### src/scr_pkg.sv
// package: constants, map and carrier types of the serial configuration and id register block
package scr_pkg;
    // serial frame layout
    localparam int SCR_ADDR_W = 15;              // register address width
    localparam logic [4:0] SCR_INSTR_LAST = 5'h0F; // last bit index of the 16-bit instruction
    localparam logic [4:0] SCR_BYTE_LAST = 5'h07;  // last bit index of a data byte
    localparam int SCR_READ_BIT = 15;            // instruction bit: one reads, zero writes
    localparam logic [14:0] SCR_ADDR_STEP = 15'h0001; // streaming address step
    localparam logic [14:0] SCR_ADDR_TOP = 15'h7FFF;  // highest address, wrap point

    // register offsets
    localparam logic [14:0] SCR_OFF_IF_A = 15'h0000;
    localparam logic [14:0] SCR_OFF_IF_B = 15'h0001;
    localparam logic [14:0] SCR_OFF_PWR = 15'h0002;
    localparam logic [14:0] SCR_OFF_CLASS = 15'h0003;
    localparam logic [14:0] SCR_OFF_PART_LO = 15'h0004;
    localparam logic [14:0] SCR_OFF_PART_HI = 15'h0005;
    localparam logic [14:0] SCR_OFF_REV = 15'h0006;
    localparam logic [14:0] SCR_OFF_MAKER_LO = 15'h000C;
    localparam logic [14:0] SCR_OFF_MAKER_HI = 15'h000D;
    localparam logic [14:0] SCR_OFF_HYS19 = 15'h00A3;
    localparam logic [14:0] SCR_OFF_HYS20 = 15'h00A4;
    localparam logic [14:0] SCR_OFF_HYSLT = 15'h00A5;
    localparam logic [14:0] SCR_OFF_CLR_A = 15'h00B0;
    localparam logic [14:0] SCR_OFF_CLR_B = 15'h00B1;
    localparam logic [14:0] SCR_OFF_PD_A = 15'h00B2;
    localparam logic [14:0] SCR_OFF_PD_B = 15'h00B3;
    localparam logic [14:0] SCR_OFF_PD_C = 15'h00B4;
    localparam logic [14:0] SCR_OFF_TRIG = 15'h00C0;

    // index of each writable register in the storage array
    localparam int SCR_NUM_RW = 12;
    localparam logic [3:0] SCR_IDX_IF_A = 4'h0;
    localparam logic [3:0] SCR_IDX_IF_B = 4'h1;
    localparam logic [3:0] SCR_IDX_PWR = 4'h2;
    localparam logic [3:0] SCR_IDX_HYS19 = 4'h3;
    localparam logic [3:0] SCR_IDX_HYS20 = 4'h4;
    localparam logic [3:0] SCR_IDX_HYSLT = 4'h5;
    localparam logic [3:0] SCR_IDX_CLR_A = 4'h6;
    localparam logic [3:0] SCR_IDX_CLR_B = 4'h7;
    localparam logic [3:0] SCR_IDX_PD_A = 4'h8;
    localparam logic [3:0] SCR_IDX_PD_B = 4'h9;
    localparam logic [3:0] SCR_IDX_PD_C = 4'hA;
    localparam logic [3:0] SCR_IDX_TRIG = 4'hB;
    localparam logic [3:0] SCR_IDX_NONE = 4'hF;   // not a writable register
    localparam logic [3:0] SCR_IDX_FIRST_SOFT = 4'h2; // first index restored to its default by soft reset

    // reset values
    localparam logic [7:0] SCR_RST_IF_A = 8'h30;
    localparam logic [7:0] SCR_RST_IF_B = 8'h00;
    localparam logic [7:0] SCR_RST_PWR = 8'h03;
    localparam logic [7:0] SCR_RST_HYS = 8'h08;
    localparam logic [7:0] SCR_RST_ZERO = 8'h00;
    localparam logic [7:0] SCR_PD_ALL = 8'hFF;    // power-down bytes when entering low power
    localparam logic [2:0] SCR_RST_PINS = 3'h4;   // pin flops in reset: cs_n high, sclk and mosi low

    // field positions
    localparam int SCR_SOFT_RESET_BIT = 7;       // in interface_config_a
    localparam int SCR_ASCEND_BIT = 5;           // in interface_config_a
    localparam int SCR_SINGLE_BIT = 7;           // single_transfer_select in interface_config_b
    localparam logic [1:0] SCR_PMODE_NORMAL = 2'b00;
    localparam logic [1:0] SCR_PMODE_LOW = 2'b11;

    // synchronised serial pins
    typedef struct packed {
        logic cs_n;
        logic sclk;
        logic mosi;
    } scr_pins_t;

    // register contents steering the rest of the chip
    typedef struct packed {
        logic [1:0] power_mode;
        logic [7:0] input19_hysteresis;
        logic [7:0] input20_hysteresis;
        logic [7:0] local_temp_hysteresis;
        logic [7:0] output_clear_a;
        logic [7:0] output_clear_b;
        logic [7:0] power_down_a;
        logic [7:0] power_down_b;
        logic [7:0] power_down_c;
        logic [7:0] conversion_trigger;
    } scr_ctrl_t;
endpackage

### src/scr_regs.sv
// top of the serial configuration and identification register block
`timescale 1ns/100ps
// Operation
// - soft reset restores all but interface registers
// - ascend: address increments, wraps top to zero
// - descend: address decrements, wraps zero to top
// - power mode 00 means normal full operation
// - power mode 11 means lowest power, serial alive
// - power mode 00 or 11 write overwrites power-down bytes a and b once
// - device class code in low nibble, upper zero
// - part code low and high byte registers
// - read-only revision code register
// - read-only maker code low byte
// - read-only maker code high byte next
module scr_regs
    import scr_pkg::*;
#(
    parameter logic [3:0] DEVICE_CLASS = 4'h5,   // arbitrary value
    parameter logic [7:0] PART_CODE_LOW = 8'hA1, // arbitrary value
    parameter logic [7:0] PART_CODE_HIGH = 8'h3C, // arbitrary value
    parameter logic [7:0] REVISION_CODE = 8'h02, // arbitrary value
    parameter logic [7:0] MAKER_CODE_LOW = 8'h9E, // arbitrary value
    parameter logic [7:0] MAKER_CODE_HIGH = 8'h6B // arbitrary value
) (
    input wire logic ref_clk,
    input wire logic rstn,
    input wire logic spi_sclk,
    input wire logic spi_cs_n,
    input wire logic spi_mosi,
    output logic spi_miso,
    output logic spi_miso_oe,
    output scr_ctrl_t ctrl,
    output logic core_enable,
    output logic low_power_mode
);
    // synchronised pins and edge detection
    scr_pins_t pins;          // pin levels after two flops
    logic sclk_q;             // previous synchronised clock level
    logic sclk_rise;          // rising serial clock edge seen
    logic sclk_fall;          // falling serial clock edge seen

    // transaction state
    logic [15:0] rx_data;     // last sixteen bits received
    logic instr_done;         // instruction complete, pulse
    logic byte_done;          // data byte complete, pulse
    logic [14:0] addr;        // current register address
    logic is_read;            // transaction direction
    logic stopped;            // single access already used
    logic load;               // reload transmit byte, pulse
    logic [7:0] tx_byte;      // byte handed to the shifter
    logic [7:0] rd_data;      // read value at the current address

    // writable storage
    logic [7:0] regs [SCR_NUM_RW];
    logic [7:0] next_regs [SCR_NUM_RW];

    // decoded controls
    logic ascend;             // streaming direction
    logic single;             // single access per transaction
    logic byte_ok;            // byte counts for this transaction
    logic wr_en;              // register write this cycle
    logic [3:0] wr_idx;       // storage index being written
    logic [7:0] wr_data;      // byte being written
    logic soft_rst;           // soft reset request this cycle
    logic pd_ow;              // power mode write that overwrites power-down bytes
    logic [7:0] pd_val;       // value for that overwrite
    logic step;               // advance the address
    logic [14:0] next_addr;   // address after one streaming step

    // map an address onto the storage index
    function automatic logic [3:0] rw_index(input logic [14:0] a);
        logic [3:0] r;
        r = SCR_IDX_NONE;
        unique case (a)
            SCR_OFF_IF_A: r = SCR_IDX_IF_A;
            SCR_OFF_IF_B: r = SCR_IDX_IF_B;
            SCR_OFF_PWR: r = SCR_IDX_PWR;
            SCR_OFF_HYS19: r = SCR_IDX_HYS19;
            SCR_OFF_HYS20: r = SCR_IDX_HYS20;
            SCR_OFF_HYSLT: r = SCR_IDX_HYSLT;
            SCR_OFF_CLR_A: r = SCR_IDX_CLR_A;
            SCR_OFF_CLR_B: r = SCR_IDX_CLR_B;
            SCR_OFF_PD_A: r = SCR_IDX_PD_A;
            SCR_OFF_PD_B: r = SCR_IDX_PD_B;
            SCR_OFF_PD_C: r = SCR_IDX_PD_C;
            SCR_OFF_TRIG: r = SCR_IDX_TRIG;
            default: r = SCR_IDX_NONE;
        endcase
        return r;
    endfunction

    // default value of each storage entry
    function automatic logic [7:0] rst_value(input int i);
        logic [7:0] v;
        v = SCR_RST_ZERO;
        if (i == int'(SCR_IDX_IF_A)) begin
            v = SCR_RST_IF_A;
        end else if (i == int'(SCR_IDX_IF_B)) begin
            v = SCR_RST_IF_B;
        end else if (i == int'(SCR_IDX_PWR)) begin
            v = SCR_RST_PWR;
        end else if (i >= int'(SCR_IDX_HYS19) && i <= int'(SCR_IDX_HYSLT)) begin
            v = SCR_RST_HYS;
        end
        return v;
    endfunction

    // pin synchroniser; reset levels match idle pins, so no false edge follows reset
    scr_sync2 #(
        .W(3),
        .RST_VAL(SCR_RST_PINS)
    ) u_sync (
        .ref_clk(ref_clk),
        .rstn(rstn),
        .d({spi_cs_n, spi_sclk, spi_mosi}),
        .q(pins)
    );

    // previous serial clock level for edge detection
    always_ff @(posedge ref_clk or negedge rstn) begin
        if (!rstn) begin
            sclk_q <= 1'b0; // serial clock idles low in mode 0
        end else begin
            sclk_q <= pins.sclk;
        end
    end

    // one-cycle pulses on each synchronised serial clock edge
    assign sclk_rise = pins.sclk && !sclk_q;
    assign sclk_fall = !pins.sclk && sclk_q;

    // framing and shift registers
    scr_shift u_shift (
        .ref_clk(ref_clk),
        .rstn(rstn),
        .cs_n(pins.cs_n),
        .rise(sclk_rise),
        .fall(sclk_fall),
        .mosi(pins.mosi),
        .load(load),
        .load_data(tx_byte),
        .rx_data(rx_data),
        .instr_done(instr_done),
        .byte_done(byte_done),
        .miso(spi_miso)
    );

    // sdo is driven only while selected
    assign spi_miso_oe = !pins.cs_n;

    // interface fields
    assign ascend = regs[SCR_IDX_IF_A][SCR_ASCEND_BIT];
    assign single = regs[SCR_IDX_IF_B][SCR_SINGLE_BIT];

    // write decode
    assign byte_ok = byte_done && !stopped;
    assign wr_data = rx_data[7:0];
    assign wr_idx = rw_index(addr);
    assign wr_en = byte_ok && !is_read && (wr_idx != SCR_IDX_NONE);
    assign soft_rst = wr_en && (wr_idx == SCR_IDX_IF_A) && wr_data[SCR_SOFT_RESET_BIT];
    assign pd_ow = wr_en && (wr_idx == SCR_IDX_PWR)
        && (wr_data[1:0] == SCR_PMODE_LOW || wr_data[1:0] == SCR_PMODE_NORMAL);
    assign pd_val = (wr_data[1:0] == SCR_PMODE_LOW) ? SCR_PD_ALL : SCR_RST_ZERO;

    // streaming step: 15-bit arithmetic wraps between top and zero
    assign step = byte_ok && !single;
    assign next_addr = ascend ? addr + SCR_ADDR_STEP : addr - SCR_ADDR_STEP;

    // address, direction and single-access state
    always_ff @(posedge ref_clk or negedge rstn) begin
        if (!rstn) begin
            addr <= 15'h0000;
            is_read <= 1'b0;
            stopped <= 1'b0;
            load <= 1'b0;
        end else begin
            // reload the transmit byte after each instruction or byte
            load <= instr_done || byte_done;
            if (pins.cs_n) begin
                stopped <= 1'b0;
            end else if (instr_done) begin
                addr <= rx_data[14:0];
                is_read <= rx_data[SCR_READ_BIT];
                stopped <= 1'b0;
            end else if (byte_ok) begin
                if (step) begin
                    addr <= next_addr;
                end else begin
                    stopped <= 1'b1;
                end
            end
        end
    end

    // next value of each writable entry
    genvar gi;
    for (gi = 0; gi < SCR_NUM_RW; gi++) begin : g_reg
        always_comb begin
            next_regs[gi] = regs[gi];
            if (soft_rst && gi >= int'(SCR_IDX_FIRST_SOFT)) begin
                next_regs[gi] = rst_value(gi);
            end else if (wr_en && wr_idx == 4'(gi)) begin
                next_regs[gi] = wr_data;
                if (gi == int'(SCR_IDX_IF_A)) begin
                    next_regs[gi][SCR_SOFT_RESET_BIT] = 1'b0;
                end
            end else if (pd_ow && (gi == int'(SCR_IDX_PD_A) || gi == int'(SCR_IDX_PD_B))) begin
                next_regs[gi] = pd_val;
            end
        end

        // storage flop
        always_ff @(posedge ref_clk or negedge rstn) begin
            if (!rstn) begin
                regs[gi] <= rst_value(gi);
            end else begin
                regs[gi] <= next_regs[gi];
            end
        end
    end

    // read mux: identification constants, storage, zero elsewhere
    always_comb begin
        rd_data = SCR_RST_ZERO;
        unique case (addr)
            SCR_OFF_CLASS: rd_data = {4'h0, DEVICE_CLASS};
            SCR_OFF_PART_LO: rd_data = PART_CODE_LOW;
            SCR_OFF_PART_HI: rd_data = PART_CODE_HIGH;
            SCR_OFF_REV: rd_data = REVISION_CODE;
            SCR_OFF_MAKER_LO: rd_data = MAKER_CODE_LOW;
            SCR_OFF_MAKER_HI: rd_data = MAKER_CODE_HIGH;
            default: begin
                if (wr_idx != SCR_IDX_NONE) begin
                    rd_data = regs[wr_idx];
                end
            end
        endcase
    end

    // byte sent next: zero for writes or once the single access is used
    assign tx_byte = (is_read && !stopped) ? rd_data : SCR_RST_ZERO;

    // power state decode
    assign core_enable = (ctrl.power_mode == SCR_PMODE_NORMAL);
    assign low_power_mode = (ctrl.power_mode == SCR_PMODE_LOW);

    // register contents to the chip
    assign ctrl.power_mode = regs[SCR_IDX_PWR][1:0];
    assign ctrl.input19_hysteresis = regs[SCR_IDX_HYS19];
    assign ctrl.input20_hysteresis = regs[SCR_IDX_HYS20];
    assign ctrl.local_temp_hysteresis = regs[SCR_IDX_HYSLT];
    assign ctrl.output_clear_a = regs[SCR_IDX_CLR_A];
    assign ctrl.output_clear_b = regs[SCR_IDX_CLR_B];
    assign ctrl.power_down_a = regs[SCR_IDX_PD_A];
    assign ctrl.power_down_b = regs[SCR_IDX_PD_B];
    assign ctrl.power_down_c = regs[SCR_IDX_PD_C];
    assign ctrl.conversion_trigger = regs[SCR_IDX_TRIG];
endmodule

### src/scr_sync2.sv
// two-flop synchroniser for a group of pin levels
`timescale 1ns/100ps
module scr_sync2 #(
    parameter int W = 3,
    parameter logic [W-1:0] RST_VAL = '1 // idle level of each pin, held in reset
) (
    input wire logic ref_clk,
    input wire logic rstn,
    input wire logic [W-1:0] d,
    output logic [W-1:0] q
);
    logic [W-1:0] meta; // first stage, read only by the second
    genvar i;
    // one pair of flops per bit; reset levels are constants per bit
    for (i = 0; i < W; i++) begin : g_bit
        always_ff @(posedge ref_clk or negedge rstn) begin
            if (!rstn) begin
                meta[i] <= RST_VAL[i];
                q[i] <= RST_VAL[i];
            end else begin
                meta[i] <= d[i];
                q[i] <= meta[i];
            end
        end
    end
endmodule

### src/scr_shift.sv
// serial shifter: instruction and byte framing, receive and transmit shift registers
`timescale 1ns/100ps
module scr_shift
    import scr_pkg::*;
(
    input wire logic ref_clk,
    input wire logic rstn,
    input wire logic cs_n,
    input wire logic rise,
    input wire logic fall,
    input wire logic mosi,
    input wire logic load,
    input wire logic [7:0] load_data,
    output logic [15:0] rx_data,
    output logic instr_done,
    output logic byte_done,
    output logic miso
);
    logic [4:0] cnt;      // bit count inside instruction or byte
    logic in_instr;       // still receiving the instruction
    logic [7:0] tx;       // transmit shift register, msb first
    logic fresh;          // msb just loaded, hold it over the next falling edge

    wire last_bit = in_instr ? (cnt == SCR_INSTR_LAST) : (cnt == SCR_BYTE_LAST);

    // receive side: shift on rising edges, frame restarts while deselected
    always_ff @(posedge ref_clk or negedge rstn) begin
        if (!rstn) begin
            cnt <= 5'h00;
            in_instr <= 1'b1;
            rx_data <= 16'h0000;
            instr_done <= 1'b0;
            byte_done <= 1'b0;
        end else begin
            instr_done <= !cs_n && rise && last_bit && in_instr;
            byte_done <= !cs_n && rise && last_bit && !in_instr;
            if (cs_n) begin
                cnt <= 5'h00;
                in_instr <= 1'b1;
            end else if (rise) begin
                rx_data <= {rx_data[14:0], mosi};
                cnt <= last_bit ? 5'h00 : cnt + 5'h01;
                if (last_bit) begin
                    in_instr <= 1'b0;
                end
            end
        end
    end

    // transmit side: load, then shift on each falling edge after the first
    always_ff @(posedge ref_clk or negedge rstn) begin
        if (!rstn) begin
            tx <= 8'h00;
            fresh <= 1'b0;
        end else if (cs_n) begin
            tx <= 8'h00;
            fresh <= 1'b0;
        end else if (load) begin
            tx <= load_data;
            fresh <= 1'b1;
        end else if (fall) begin
            fresh <= 1'b0;
            if (!fresh) begin
                tx <= {tx[6:0], 1'b0};
            end
        end
    end

    assign miso = tx[7];
endmodule

### config.mk
export PLATFORM = sky130hd
export DESIGN_NAME = scr_regs
export DESIGN_NICKNAME = d
export VERILOG_FILES = /design/src/scr_pkg.sv /design/src/scr_regs.sv /design/src/scr_sync2.sv /design/src/scr_shift.sv
export SDC_FILE = /design/constraint.sdc
export NUM_CORES = 1
export LEC_CHECK = 0
export BUFFER_PORTS_ARGS = -buffer_cell sky130_fd_sc_hd__buf_2
export CORE_ASPECT_RATIO = 1.4
export CORE_MARGIN = 1.5
export CORE_UTILIZATION = 65
export CTS_CLUSTER_DIAMETER = 150
export DETAILED_ROUTE_END_ITERATION = 12
export PLACE_DENSITY = 0.94
export SLEW_MARGIN = 20
export SYNTH_ARGS = -nofsm -noshare
export SYNTH_HDL_FRONTEND = slang
export SYNTH_SLANG_ARGS = --single-unit
### constraint.sdc
create_clock -name ref_clk -period 7.8 [get_ports ref_clk]
set_input_delay 1.95 -clock ref_clk [delete_from_list [all_inputs] [get_ports ref_clk]]
set_output_delay 1.95 -clock ref_clk [all_outputs]
set_load 0.02 [all_outputs]
==> reports/summary.md <==
The flow ran to the end, and the final reports show no timing, DRC or antenna violations. The net count of the finished layout is 964. For this run, the slowest stage of the critical path takes 0.97 ns. The tools report the post-route setup TNS as 0 ns.

By area the synthesized netlist is led by sky130_fd_sc_hd__dfrtp_1, sky130_fd_sc_hd__buf_4, sky130_fd_sc_hd__mux2i_1. The number of nets still failing antenna checks after routing was 0. The tools report the critical path startpoint category as a flip-flop. The number of cells on the worst reg-to-reg path came out at 9. Yosys mapped a number of flops with a built-in enable equal to 0.

The library cells used most frequently in the layout, excluding fill and tap cells, are sky130_fd_sc_hd__dfrtp_1, sky130_fd_sc_hd__nand2_1, sky130_fd_sc_hd__nor2_1. The max-slew violation count is 0. The number of buffers inserted for hold repair after clock tree synthesis is 0. Routability-driven placement finished with a final weighted congestion of 1.034.

The startpoint identified for the worst hold timing path is u_sync.meta[0]. The count of input and output buffers is 82, and the worst hold margin is 0.3495 ns. Between clock sinks in the finished design, the worst skew comes to 0.009839 ns. The run gives 17.45 mm as the detailed-placement wirelength estimate.

The slowest stage of the critical path belongs to the cell sky130_fd_sc_hd__o31a_1. The tools report the number of endpoints with negative hold slack in the final report as 0. The placement row count is 50, and the initial core utilization is 66.97%. Counting instances, the worst hold path has a depth of 0. Detail-routed net length per standard cell: 22.71 µm. The cell chosen for the clock root was sky130_fd_sc_hd__clkbuf_16. The number of antenna diodes in the final layout is 0. In this run the worst path has a maximum fanout of 17. The tools report the floorplan core area as 0.01345 mm².

For this run, the total global-route usage over all layers was measured as 36.89%. Proportion of register bits with asynchronous set or reset after synthesis: 100.0%. Number of vias per cell after detailed routing: 6.712. Synthesis handed over a netlist of 978 instances.

For the worst setup path, the data required time is 8.15 ns. The area growth from synthesis to layout is 4.584%. The standby leakage power is 4.544 nW, and the number of maximum-capacitance violations is 0. The design draws 1.803 mW.

sky130_fd_sc_hd__dfrtp_1 takes more of the synthesized area than any other cell. The most used flip-flop cell after synthesis was sky130_fd_sc_hd__dfrtp_1. The number of clock buffers added by TritonCTS is 17.

Leaving out fill and tap cells, the most frequent cell in the layout is sky130_fd_sc_hd__dfrtp_1. Yosys printed 0 warnings. The path with the worst hold slack has its endpoint at u_sync.q[0]. Setup violations remaining at the end of the flow were counted as 0. Endpoint kind of the worst setup timing path: a flip-flop. The total I/O pin count came out at 83. The final critical path time including I/O delays and setup works out to 3.802 ns. The initial antenna violation count is 0, and the first-pass iteration count of the detailed router is 9. At the worst endpoint, the arrival time is 4.15 ns.

The run gives 746 as the starting DRC count in detailed routing. Setup repair after global routing left no endpoint under its margin. From bottom edge to top edge, the die measures 142.3 µm. In this run the critical register-to-register path is launched from addr[0]. The worst vdd rail ir drop is 0.0001204 V, and the post-CTS setup buffer count is 0.

The endpoint identified for the worst register-to-register timing path is u_shift.tx[6]. For this run, design rule violations remaining after detail routing come to 0. After detailed placement, the design holds a cell count of 1115.

The post-synthesis area per instance works out to 9.210 µm². TritonCTS built the clock tree. The via count of the first global-routing pass was 7282; the total nets after synthesis was 990. Dividing total power by cell area gives a power density of 191.4 mW/mm². Headroom to the max-slew limit came out at 26.33%. The first global-routing pass estimated 40.08 mm of wire. The total detailed-routing wirelength came out at 26.05 mm. The classification of the worst-slack hold path is reg2reg. For the clock tree buffer depth, the log shows 2. After layout, the worst path uses 48.74% of the clock period. The area share of the largest cell type after synthesis was 39.73%.

The register-to-register path setup slack was 4.00 ns. The die covers 0.01458 mm². The utilization after layout is 70.04%. Clock latency on the worst-skew pair, taken at its later pin, is 0.43 ns. In this run, distinct cell masters in the synthesized netlist total 84. The synthesized netlist occupies a cell area of 0.009007 mm².

The clock drives 153 sinks. The detailed router placed 7699 vias in this run. Walking the worst path, the cells encountered are inv_1 > ha_1 > inv_1 > nor4_4 > o31a_1 > nand2_1 > a311oi_1 > a31oi_1 > a31oi_1. The finished layout holds 1147 standard cells, fillers aside.

From left edge to right edge, the die measures 102.5 µm. Synthesis inferred 153 register bits. Quantity of gates resized following cts: 0. At the pin with the least slew margin, the transition time is 1.105 ns. Timing would allow up to 263.0 MHz. The run gives 42.64% as the share of synthesized area occupied by flip-flops and latches.

Entering global routing, the biggest net connects 91 pins. The worst setup path is of the reg2reg kind. The clock-pin transition on the worst setup and hold timing paths was 0.07 ns; the number of levels in the clock H-tree was 4.

After global routing the overflow that remains totals 0. Cells with a size suffix above 1 make up 20.62% of the layout.
[Yosys cell counts (all sizes together) (5+ instances only)]
cell type / n
clkbuf: 23
o211ai: 5
nand4: 8
a22oi: 8
dfrtp: 143
nor4: 7
and2: 7
o21ai: 87
nor2b: 7
mux2: 37
nor2: 110
xor2: 5
dfstp: 10
mux2i: 51
nand3: 16
and3: 7
nand3b: 6
a211oi: 7
inv: 13
a21oi: 54
a31oi: 16
nor3: 41
o22ai: 6
ha: 7
nand2: 107
or3: 6
buf: 112
and4: 5
[flip-flops by register name, indices dropped and copies added, names as in the netlist]
signal / flops
u_sync.meta: 3
u_shift.tx: 8
u_shift.rx_data: 16
u_shift.fresh: 1
stopped: 1
regs: 20
ascend: 1
ctrl: 74
is_read: 1
u_shift.byte_done: 1
u_shift.cnt: 5
u_sync.q: 3
u_shift.in_instr: 1
addr: 15
u_shift.instr_done: 1
sclk_q: 1
load: 1
[per-stage QoR]
step	area (µm²)	worst slack (ns)
CTS	9412	3.968
floorplan	9007	4.881
global route	9420	3.739
global placement	8848	4.081
detailed placement	8848	3.997
finish	9420	3.998
[how the worst max path moves through the flow]
stage	slack [ns]	end	cells after the start	startpoint
after floorplan	4.88	spi_miso_oe	2	u_sync.q[2]
after global placement	4.08	u_shift.tx[6]	8	addr[2]
after detailed placement	4.00	u_shift.tx[6]	10	addr[0]
after CTS	3.97	u_shift.tx[3]	8	addr[2]
after global routing	3.74	u_shift.tx[6]	9	addr[0]
final	4.00	u_shift.tx[6]	9	addr[0]
[cells by family after synthesis]
group | after synthesis | share of synthesized area [%]
muxes | 88 | 10.29
and+or+nand+nor | 343 | 18.86
xor gates and xnor gates | 5 | 0.4862
adders and majority gates | 7 | 0.9723
buffers and inverters | 148 | 10.22
AOI/OAI and AO/OA | 234 | 16.52
DFF | 153 | 42.64
[where the power goes]
| part | total, mW | internal, mW | switching [mW] |
|---|---|---|---|
| clock | 0.794 | 0.432 | 0.363 |
| sequential | 0.928 | 0.814 | 0.114 |
| combinational | 0.0811 | 0.0287 | 0.0523 |
[area by class of cell]
type	count	area, µm²
Clock buffer	19	452.9
Clock inverter	13	110.1
Fill cell	1021	4030
Inverter	13	48.80
Multi-Input combinational cell	677	4263
Sequential cell	153	3841
Tap cell	182	227.7
Timing Repair Buffer	90	476.7
[worst max-delay path: cells and delay by family, from the launching register on]
kind / cells / cell delay (ns)
AOI/OAI and AO/OA: 4 / 1.89
adders and majority gates: 1 / 0.32
buffers and inverters: 2 / 0.29
DFF: 1 / 0.45
and+or+nand+nor: 2 / 0.77
[layer usage]
| layer | global-route usage [%] | vias to the layer above | routed length (µm) |
|---|---|---|---|
| li1 | - | 3362 | - |
| met2 | 57.69 | 506 | 12310 |
| met1 | 43.76 | 3668 | 9124 |
| met4 | 25.67 | 0 | 1988 |
| met3 | 9.725 | 163 | 2620 |
| met5 | 0 | - | 0 |
Power figures use the tool's default switching activity.
